**config.mk**
```make
export PLATFORM = sky130hd
export DESIGN_NAME = obcd_decoder
export DESIGN_NICKNAME = d
export VERILOG_FILES = /design/src/obcd_pkg.sv /design/src/obcd_decoder.sv
export SDC_FILE = /design/constraint.sdc
export NUM_CORES = 1
export LEC_CHECK = 0
export BUFFER_PORTS_ARGS = -buffer_cell sky130_fd_sc_hd__buf_2
export CAP_MARGIN = 10
export CELL_PAD_IN_SITES_DETAIL_PLACEMENT = 0
export CELL_PAD_IN_SITES_GLOBAL_PLACEMENT = 1
export CORE_MARGIN = 2
export CORE_UTILIZATION = 45
export CTS_CLUSTER_SIZE = 30
export DETAILED_ROUTE_END_ITERATION = 6
export GPL_TIMING_DRIVEN = 0
export PLACE_DENSITY_LB_ADDON = 0.2
export SETUP_SLACK_MARGIN = 0.02
export SKIP_CTS_REPAIR_TIMING = 1
export SYNTH_ARGS = -nofsm -noshare
export SYNTH_HDL_FRONTEND = slang
export SYNTH_SLANG_ARGS = --single-unit
```
**constraint.sdc**
```tcl
create_clock -name mclk_i -period 4.2 [get_ports mclk_i]
set_input_delay 0.21 -clock mclk_i [delete_from_list [all_inputs] [get_ports mclk_i]]
set_output_delay 0.21 -clock mclk_i [all_outputs]
set_load 0.005 [all_outputs]
```
**src/obcd_pkg.sv**
```systemverilog
// package for the option byte configuration decoder
package obcd_pkg;
  // ************************************************
  // byte 0 field positions
  // ************************************************
  localparam int B0_HALT_RST = 7;
  localparam int B0_WDG_TYPE = 6;
  localparam int B0_VDET_HI = 5;
  localparam int B0_VDET_LO = 4;
  localparam int B0_SZ0_HI = 3;
  localparam int B0_SZ0_LO = 2;
  localparam int B0_RDP = 1;
  localparam int B0_WRP = 0;
  // ************************************************
  // byte 1 field positions
  // ************************************************
  localparam int B1_PCIRQ = 7;
  localparam int B1_OSC_HI = 5;
  localparam int B1_OSC_LO = 4;
  localparam int B1_RNG_HI = 3;
  localparam int B1_RNG_LO = 1;
  localparam int B1_PLL_OFF = 0;
  // ************************************************
  // values
  // ************************************************
  localparam logic [7:0] ERASED_BYTE = 8'hff;
  localparam logic [7:0] FACTORY_B0 = 8'hfc;
  localparam logic [7:0] FACTORY_B1 = 8'hef;
  localparam logic [1:0] VDET_OFF = 2'h3;
  localparam logic [1:0] SZ0_4K = 2'h3;
  localparam logic [1:0] OSC_RES = 2'h0;
  localparam logic [1:0] OSC_RSVD = 2'h1;
  localparam logic [1:0] OSC_RC = 2'h2;
  localparam logic [2:0] RNG_MP = 3'h1;

  typedef enum logic [2:0] {
    OBCD_IDLE = 3'b001,
    OBCD_MASS = 3'b010,
    OBCD_OPTE = 3'b100
  } obcd_erase_t;

  typedef struct packed {
    logic watchdog_halt_reset_opt;
    logic watchdog_type_opt;
    logic [1:0] voltage_detect_select;
    logic [1:0] sector_zero_size;
    logic readout_protect;
    logic write_protect;
    logic port_c_irq_mapping;
    logic [1:0] osc_source_select;
    logic [2:0] osc_range_select;
    logic pll_disable;
  } obcd_cfg_t;
endpackage

```
**src/obcd_decoder.sv**
```systemverilog
// option byte storage, programming access and decoded configuration
`timescale 1ns/1ps
`default_nettype none
// How it works
// - option bytes have no cpu address; only programming mode reads or writes them
// - erased cells read back as ff
// - byte0 bit7: halt entry with watchdog active causes reset
// - byte0 bit6: 0 hardware watchdog, 1 software enabled
// - byte0 bits5:4: 11 off, 10 low, 01 medium, 00 high threshold
// - byte0 bits3:2 sector zero size; 4k only on factory flash parts
// - byte0 bit1 read-out protection blocks extraction and flash writes
// - erasing options under read-out protection first erases whole program memory
// - user parts ship with options selecting internal rc oscillator
// - mask parts use hard-wired options, not changeable by programming
// - two option bytes carry every setting
// - byte0 bit0 write protection is permanent once set
// - byte1 bit7 maps port c irqs to vector b when 1
// - byte1 bits5:4 select clock source
// - byte1 bit0 low enables doubler; only with 2-4 mhz, never rc
module obcd_decoder
  import obcd_pkg::*;
#(
  parameter bit MASK_PART = 1'b0,
  parameter bit FACTORY_CODED_PART = 1'b0,
  parameter logic [7:0] MASK_B0 = 8'hff,
  parameter logic [7:0] MASK_B1 = 8'hff
)(
  input wire logic mclk_i,
  input wire logic rst_i,
  input wire logic ce_i,
  input wire logic prog_mode_i,
  input wire logic prog_wr_i,
  input wire logic prog_sel_i,
  input wire logic [7:0] prog_wdata_i,
  input wire logic prog_erase_i,
  output logic [7:0] prog_rdata_o,
  output logic mem_erase_o,
  output logic prog_refused_o,
  output obcd_cfg_t cfg_o,
  output logic cfg_error_o,
  output logic ext_irq_vector_a_o,
  output logic ext_irq_vector_b_o
);
  // ************************************************
  // storage
  // ************************************************
  // nonvolatile cells: shipped or hard-wired image, never cleared by reset
  logic [7:0] nv_q [2] = '{MASK_PART ? MASK_B0 : FACTORY_B0, MASK_PART ? MASK_B1 : FACTORY_B1};
  obcd_erase_t erase_q;
  logic locked;
  logic rd_blocked;

  assign locked = MASK_PART || nv_q[0][B0_WRP];
  assign rd_blocked = nv_q[0][B0_RDP];

  // ************************************************
  // parameter checks
  // ************************************************
  // a hard-wired image is never rewritten, so a reserved clock source, or a 4k sector zero on a part not factory coded, is refused up front
  if (MASK_PART && MASK_B1[B1_OSC_HI:B1_OSC_LO] == OSC_RSVD)
  begin : g_mask_osc_chk
    $error("hard-wired option image selects the reserved clock source");
  end
  if (MASK_PART && !FACTORY_CODED_PART && MASK_B0[B0_SZ0_HI:B0_SZ0_LO] == SZ0_4K)
  begin : g_mask_size_chk
    $error("hard-wired option image selects the largest sector zero size");
  end

  // ************************************************
  // option cells
  // ************************************************
  always_ff @(posedge mclk_i)
  begin
    // retained across reset; no access is taken while reset is held
    if (!rst_i && ce_i && prog_mode_i && !MASK_PART && erase_q == OBCD_OPTE)
    begin
      nv_q[0] <= ERASED_BYTE;
      nv_q[1] <= ERASED_BYTE;
    end
    else if (!rst_i && ce_i && prog_mode_i && prog_wr_i && !locked && !rd_blocked)
    begin
      // whole-byte write, so the tool can arm read-out protection
      nv_q[prog_sel_i] <= prog_wdata_i;
    end
  end

  // ************************************************
  // erase sequencing
  // ************************************************
  always_ff @(posedge mclk_i)
  begin
    if (rst_i)
      erase_q <= OBCD_IDLE;
    else if (ce_i)
    begin
      case (erase_q)
        OBCD_IDLE:
          if (prog_mode_i && prog_erase_i && !locked)
            erase_q <= rd_blocked ? OBCD_MASS : OBCD_OPTE;
        OBCD_MASS: erase_q <= OBCD_OPTE;
        OBCD_OPTE: erase_q <= OBCD_IDLE;
        default: erase_q <= OBCD_IDLE;
      endcase
    end
  end

  always_ff @(posedge mclk_i)
  begin
    if (rst_i)
      mem_erase_o <= 1'b0;
    else if (ce_i)
      mem_erase_o <= (erase_q == OBCD_MASS);
  end

  // ************************************************
  // programming port
  // ************************************************
  always_ff @(posedge mclk_i)
  begin
    if (rst_i)
    begin
      prog_rdata_o <= ERASED_BYTE;
      prog_refused_o <= 1'b0;
    end
    else if (ce_i)
    begin
      // outside programming mode the bytes are invisible
      prog_rdata_o <= prog_mode_i ? nv_q[prog_sel_i] : ERASED_BYTE;
      prog_refused_o <= prog_mode_i && (prog_wr_i || prog_erase_i) && locked;
    end
  end

  // ************************************************
  // decoded configuration, captured under reset
  // ************************************************
  always_ff @(posedge mclk_i)
  begin
    if (ce_i && rst_i)
    begin
      cfg_o.watchdog_halt_reset_opt <= nv_q[0][B0_HALT_RST];
      cfg_o.watchdog_type_opt <= nv_q[0][B0_WDG_TYPE];
      cfg_o.voltage_detect_select <= nv_q[0][B0_VDET_HI:B0_VDET_LO];
      cfg_o.sector_zero_size <= nv_q[0][B0_SZ0_HI:B0_SZ0_LO];
      cfg_o.readout_protect <= nv_q[0][B0_RDP];
      cfg_o.write_protect <= nv_q[0][B0_WRP];
      cfg_o.port_c_irq_mapping <= nv_q[1][B1_PCIRQ];
      cfg_o.osc_source_select <= nv_q[1][B1_OSC_HI:B1_OSC_LO];
      cfg_o.osc_range_select <= nv_q[1][B1_RNG_HI:B1_RNG_LO];
      cfg_o.pll_disable <= nv_q[1][B1_PLL_OFF];
      ext_irq_vector_a_o <= !nv_q[1][B1_PCIRQ];
      ext_irq_vector_b_o <= nv_q[1][B1_PCIRQ];
      // illegal combinations flagged, hardware still follows the bytes
      cfg_error_o <= (nv_q[0][B0_SZ0_HI:B0_SZ0_LO] == SZ0_4K && !FACTORY_CODED_PART)
        || (nv_q[1][B1_OSC_HI:B1_OSC_LO] == OSC_RSVD)
        || (!nv_q[1][B1_PLL_OFF] && (nv_q[1][B1_OSC_HI:B1_OSC_LO] == OSC_RC
          || nv_q[1][B1_RNG_HI:B1_RNG_LO] != RNG_MP));
    end
  end

  // ************************************************
  // checks
  // ************************************************
  cfg_hold_a: assert property (@(posedge mclk_i) !rst_i && !$past(rst_i) |-> $stable(cfg_o))
    else $error("configuration changed outside reset");
  hidden_read_a: assert property (@(posedge mclk_i) disable iff (rst_i)
    $past(ce_i) && !$past(prog_mode_i) |-> prog_rdata_o == ERASED_BYTE)
    else $error("option byte visible outside programming mode");
  mass_first_a: assert property (@(posedge mclk_i) disable iff (rst_i)
    ce_i && erase_q == OBCD_MASS |=> erase_q == OBCD_OPTE ##0 mem_erase_o)
    else $error("option erase not preceded by memory erase");
  irq_map_a: assert property (@(posedge mclk_i) disable iff (rst_i)
    ext_irq_vector_a_o != ext_irq_vector_b_o)
    else $error("port c irqs on both or no vector");
  wp_lock_a: assert property (@(posedge mclk_i) nv_q[0][B0_WRP] |=> nv_q[0][B0_WRP])
    else $error("write protection cleared");
  halt_bit_a: assert property (@(posedge mclk_i) ce_i && rst_i
    |=> cfg_o.watchdog_halt_reset_opt == $past(nv_q[0][B0_HALT_RST]))
    else $error("halt reset option not captured");

  // ************************************************
  // capture, flag, access and erase checks
  // ************************************************
  wdg_type_a: assert property (@(posedge mclk_i) ce_i && rst_i
    |=> cfg_o.watchdog_type_opt == $past(nv_q[0][B0_WDG_TYPE]))
    else $error("watchdog type option not captured");
  vdet_cap_a: assert property (@(posedge mclk_i) ce_i && rst_i
    |=> cfg_o.voltage_detect_select == $past(nv_q[0][B0_VDET_HI:B0_VDET_LO]))
    else $error("voltage detect option not captured");
  sz0_cap_a: assert property (@(posedge mclk_i) ce_i && rst_i
    |=> cfg_o.sector_zero_size == $past(nv_q[0][B0_SZ0_HI:B0_SZ0_LO]))
    else $error("sector zero size not captured");
  sz0_err_a: assert property (@(posedge mclk_i) ce_i && rst_i && !FACTORY_CODED_PART
    && nv_q[0][B0_SZ0_HI:B0_SZ0_LO] == SZ0_4K |=> cfg_error_o)
    else $error("largest sector zero size not flagged");
  rdp_cap_a: assert property (@(posedge mclk_i) ce_i && rst_i
    |=> cfg_o.readout_protect == $past(nv_q[0][B0_RDP]))
    else $error("read-out protection not captured");
  wrp_cap_a: assert property (@(posedge mclk_i) ce_i && rst_i
    |=> cfg_o.write_protect == $past(nv_q[0][B0_WRP]))
    else $error("write protection not captured");
  vec_follow_a: assert property (@(posedge mclk_i) ce_i && rst_i
    |=> ext_irq_vector_b_o == $past(nv_q[1][B1_PCIRQ]))
    else $error("port c irq vector not captured");
  osc_src_a: assert property (@(posedge mclk_i) ce_i && rst_i
    |=> cfg_o.osc_source_select == $past(nv_q[1][B1_OSC_HI:B1_OSC_LO]))
    else $error("clock source option not captured");
  pll_cap_a: assert property (@(posedge mclk_i) ce_i && rst_i
    |=> cfg_o.pll_disable == $past(nv_q[1][B1_PLL_OFF]))
    else $error("doubler option not captured");
  erased_ones_a: assert property (@(posedge mclk_i) disable iff (rst_i)
    !MASK_PART && ce_i && prog_mode_i && erase_q == OBCD_OPTE
    |=> nv_q[0] == ERASED_BYTE && nv_q[1] == ERASED_BYTE)
    else $error("erased option bytes not all ones");
  rdp_block_a: assert property (@(posedge mclk_i) disable iff (rst_i)
    ce_i && prog_mode_i && prog_wr_i && rd_blocked && erase_q == OBCD_IDLE
    |=> nv_q[0] == $past(nv_q[0]) && nv_q[1] == $past(nv_q[1]))
    else $error("write landed under read-out protection");
  lock_refuse_a: assert property (@(posedge mclk_i) disable iff (rst_i)
    ce_i && prog_mode_i && prog_wr_i && locked |=> prog_refused_o)
    else $error("write to locked option bytes not refused");
  lock_erase_a: assert property (@(posedge mclk_i) disable iff (rst_i)
    ce_i && prog_mode_i && prog_erase_i && locked && erase_q == OBCD_IDLE |=> prog_refused_o && erase_q == OBCD_IDLE)
    else $error("erase of locked option bytes not refused");
  mem_pulse_a: assert property (@(posedge mclk_i) disable iff (rst_i)
    mem_erase_o && ce_i |=> !mem_erase_o)
    else $error("memory erase pulse longer than one cycle");
endmodule // obcd_decoder
`default_nettype wire

```
==> results of run 1 <==
[registers in the layout, indices dropped and copies added (netlist names)]
register,cells
nv_q,16
prog_rdata_o,8
prog_refused_o,1
cfg_error_o,1
ext_irq_vector_a_o,1
cfg_o,15
mem_erase_o,1
erase_q,3
[cells in the mapped netlist]
master	n	area share, %
a31oi_1	2	0.68
nor3b_2	1	0.68
and4b_1	1	0.54
and2_1	1	0.34
o21bai_1	1	0.41
a21oi_1	4	1.1
nand4bb_1	2	1.2
or3b_4	1	0.61
o32ai_1	1	0.48
edfxtp_1	33	54
nand3b_4	1	1.1
clkbuf_1	1	0.20
o22ai_1	9	3.1
dfxtp_1	13	14
nor2b_1	1	0.34
nor2_1	2	0.41
nand2_1	3	0.61
buf_2	1	0.27
or4_1	2	0.82
buf_6	1	0.61
o2111ai_1	1	0.48
a221o_1	2	1.1
mux2_2	8	4.9
buf_4	2	0.82
nand2b_1	19	6.5
nand2_2	1	0.34
or2_2	8	2.7
inv_1	4	0.82
nand3_1	2	0.54
nor3b_1	1	0.41
[per-stage QoR]
stage | instance area (um2) | hold slack (ns)
after floorplan | 1840 | 0.311
after global placement | 2110 | 0.433
after detailed placement | 2110 | 0.439
after CTS | 2200 | 0.172
after global routing | 2200 | 0.178
final | 2200 | 0.178
[per-layer routing]
layer,up-vias,wire [um],track usage (%)
li1,578,-,-
met1,558,1490,21.2
met2,47,1710,27.5
met3,8,252,4.44
met4,0,89,8.25
met5,-,0,0
[layout make-up]
class | instances | area [um2]
Multi-Input combinational cell | 74 | 539
Timing Repair Buffer | 42 | 210
Tap cell | 50 | 62.6
Sequential cell | 46 | 1250
Inverter | 4 | 15.0
Fill cell | 366 | 1780
Clock inverter | 2 | 10.0
Clock buffer | 6 | 72.6
Buffer | 5 | 35.0
[power groups by stage]
stage                     clock [mW]  sequential [mW]  combinational (mW)
after CTS                      0.263            0.494              0.0483
after detailed placement           0            0.504              0.0481
final                          0.260            0.494              0.0479
after global routing           0.282            0.495              0.0531
after floorplan                    0            0.505              0.0244
after global placement             0            0.504              0.0468
[kinds of logic after synthesis]
| logic type | synth area share, % |
|---|---|
| buffers and inverters | 2.72 |
| multiplexers | 4.89 |
| AO/OA/AOI/OAI | 7.27 |
| flip-flops | 68.0 |
| AND/OR/NAND/NOR | 17.1 |
[path summary, 6_finish.rpt]
check                       start          to  cells after the start
hold / removal    prog_wdata_i[4]  nv_q[0][4]                      2
setup / recovery       nv_q[0][1]  nv_q[0][2]                      3
setup reg to reg       nv_q[0][1]  nv_q[0][2]                      3
hold reg to reg        nv_q[0][6]   cfg_o[13]                      0
==> run metrics, run 1 <==
run status complete, no violations; Finished Layout Cells 229; Die Wd 68.0 um; headroom to the max-slew limit 41.6%; initial antenna violation count 0; Inst Count DP 221; post-route ant nets 0; switching fraction of total power 21.5%; total track usage 17.0%; ANT cells 0; WL final 3550 um; cells along the critical path nor3b_2, nand2_1, a21oi_1; Initial Util 46.3%; total power 0.802 mW; synth-to-layout area growth 19.3%; CTS tree built; Worst-Margin Slew 0.876 ns; Critical path buffers and inverters 0; Comb power frac 6.0%; Avg Synthesized Cell Area 14.3 um2; DP Worst Slack 2.18 ns; post-synthesis cell count 129; CP startpoint kind flip-flop; most common cell after layout, fill and taps aside buf_2; worst-skew pair later-pin latency 0.30 ns; # rows 23; Fin. Hold Viols 0; CTS buffer count 5; Clock Sinks 46; clock transition at the registers of the reported paths 0.08 ns; Setup-failing EPs final 0; critical path class reg2reg; maximum vdd ir drop 190 uV; ratio of final minimum period to clock period 47.8%; die height 68.0 um; DRT Pass-1 Iters 4; grt ovf 0; Synth Net Count 144; Post-Route Setup TNS 0 ns; DRC 0; Ys Warns 0; Vias 1191; worst setup margin 2.19 ns; Core Util, Final 55.3%; Layout Skew 0.00841 ns; CP peak stage delay 0.71 ns; Max Cap Viol 0; Final Critical Period 2.01 ns; post-synthesis sequential area ratio 68.0%; Die ar. 4620 um2; htree depth 2; synth unique cells 30; DR iter-0 viols 58; R2R setup slack 2.19 ns; CP Capture Type flip-flop; WP data required 4.12 ns; Lkg Pwr 0.780 nW; Pins Over Slew Limit 0; Seq pwr share 61.6%; pwr dens 365 nW/um2; Avg WL per Cell 15.5 um; switching power 0.172 mW; I/O pin cnt 43; DP Wirelength 2620 um; most frequent cells in the layout buf_2, edfxtp_1, nand2b_1; clock root buffer master clkbuf_8; fmax 498 MHz; Clock Path Buffers 2; Int Pwr 0.629 mW; Crit path max-delay family compound AO/OA/AOI/OAI gates; GPL Wtd Cong 0.780; WP data arrival 1.93 ns; Post-Syn Area 1840 um2; largest net degree at the start of global routing 18; vias per cell 5.20; RSZ-0062 raised after global routing no; share of layout cells above drive strength 1 40.8%; input/output buffers 42; vias in the first global route 1089; first-pass GRT wire length 5410 um; # nets final 193; core area 3970 um2; CP max stage cell a21oi_1; worst min path class in2reg; clock share of power 32.4%; Seq cells post-synth 46; crit path max fanout 8
(Power assumes the default switching activity.)
==> run 2: changes to the inputs <==
Settings changed: CORE_UTILIZATION 45 to 38.
Clock period 4.2 ns to 1.76 ns, I/O delays scaled along.
==> run metrics, run 2 (synthesis results as in run 1) <==
I/O pin cnt 43; Top reg by flops nv_q; most common cell after layout, fill and taps aside buf_2; DP Wirelength 2650 um; WP data required 1.73 ns; Clock Sinks 46; worst setup margin 0.0856 ns; Clock Path Buffers 2; initial antenna violation count 0; post-route cell area 2240 um2; ANT cells 0; total track usage 14.6%; clock root buffer master clkbuf_8; critical path class reg2reg; switching power 0.411 mW; post-route ant nets 0; core area 4690 um2; Seq pwr share 61.6%; DR iter-0 viols 89; DP Worst Slack -0.273 ns; switching fraction of total power 21.5%; DRT Pass-1 Iters 4; Die Wd 73.6 um; synth-to-layout area growth 22.0%; Vias 1195; cells along the critical path nor3b_4, nand2_1, a21oi_4; WP data arrival 1.65 ns; headroom to the max-slew limit 49.2%; CP startpoint kind flip-flop; htree depth 2; # rows 25; vias per cell 5.13; RSZ-0062 raised after global routing yes; most frequent cells in the layout buf_2, edfxtp_1, nand2b_1; GPL Wtd Cong 0.742; CP max stage cell edfxtp_1; maximum vdd ir drop 365 uV; Setup-failing EPs final 0; ratio of final minimum period to clock period 95.1%; Largest regs nv_q x16, cfg_o x15, prog_rdata_o x8; Lkg Pwr 0.784 nW; Initial Util 39.2%; worst-skew pair later-pin latency 0.29 ns; Comb power frac 6.2%; Final Critical Period 1.67 ns; first-pass GRT wire length 5810 um; Layout Skew 0.00345 ns; CP Capture Type flip-flop; DRC 0; share of layout cells above drive strength 1 41.9%; run status complete, no violations; fmax 597 MHz; largest net degree at the start of global routing 18; total power 1.91 mW; CTS buffer count 5; dpl cell area 2120 um2; WL final 3650 um; Int Pwr 1.50 mW; Fillers 426; worst min path class in2reg; Avg WL per Cell 15.7 um; Largest register FFs 16; Pins Over Slew Limit 0; grt ovf 0; Max Cap Viol 0; clock share of power 32.2%; pwr dens 852 nW/um2; CP peak stage delay 0.53 ns; die height 73.6 um; Worst Setup SP nv_q[0][0]; Die ar. 5420 um2; worst r2r src nv_q[0][0]; vias in the first global route 1168; input/output buffers 42; hold_sp prog_wdata_i[4]; CTS tree built; crit path max fanout 8; clock transition at the registers of the reported paths 0.08 ns; # nets final 193; Fin. Hold Viols 0; Worst-Margin Slew 0.762 ns
-- run 2: cell counts in the layout (fill, tap and decap cells not counted) --
Identical to the previous run, type by type.
-- run 2: worst max-delay path, delay by kind of cell (launching register included) --
kind | cells | cell delay (ns)
simple gates | 2 | 0.51
flops | 1 | 0.53
compound gates | 1 | 0.32
-- run 2: cell type report --
type	count	area, um2	share of cell area (%)
flip-flops and latches	46	1250	55.7
multi-input cells	74	584	26.0
repair buffers	42	210	9.36
clock buffers	6	72.6	3.23
well taps	54	67.6	3.01
plain buffers	5	35.0	1.56
inverters	4	15.0	0.669
clock inverters	2	8.76	0.390
-- run 2: metrics by stage --
step | utilization (%) | hold slack (ns) | TNS, ns | cells
2_1_floorplan | - | 0.189 | 0 | 129
3_5_place_dp | 45.1 | 0.363 | -4.24 | 225
5_1_grt | 47.8 | 0.0573 | 0 | 233
6_report | 47.8 | 0.0573 | 0 | 233
3_3_place_gp | 45.1 | 0.359 | -3.07 | 225
4_1_cts | 46.9 | 0.0520 | -4.33 | 233
-- run 2: power by group through the flow --
stage | Clock [mW] | Sequential (mW) | Combinational, mW
after floorplan | 0 | 1.20 | 0.0582
final | 0.617 | 1.18 | 0.119
after detailed placement | 0 | 1.20 | 0.116
after global routing | 0.671 | 1.18 | 0.132
after global placement | 0 | 1.20 | 0.113
after CTS | 0.627 | 1.18 | 0.116
-- run 2: path summary, 6_finish.rpt --
path,endpoint,slack (ns),cells after the start
setup / recovery,nv_q[1][7],0.09,3
hold / removal,nv_q[0][4],0.06,2
setup reg to reg,nv_q[1][7],0.09,3
hold reg to reg,cfg_o[13],0.46,0
-- run 2: layer usage --
layer / track usage (%) / vias up / part of all wire [%]
met5: 0 / - / 0
met4: 6.06 / 0 / 1.8
met1: 18.6 / 571 / 42
met3: 3.29 / 6 / 4.5
met2: 23.8 / 39 / 51
li1: - / 579 / -
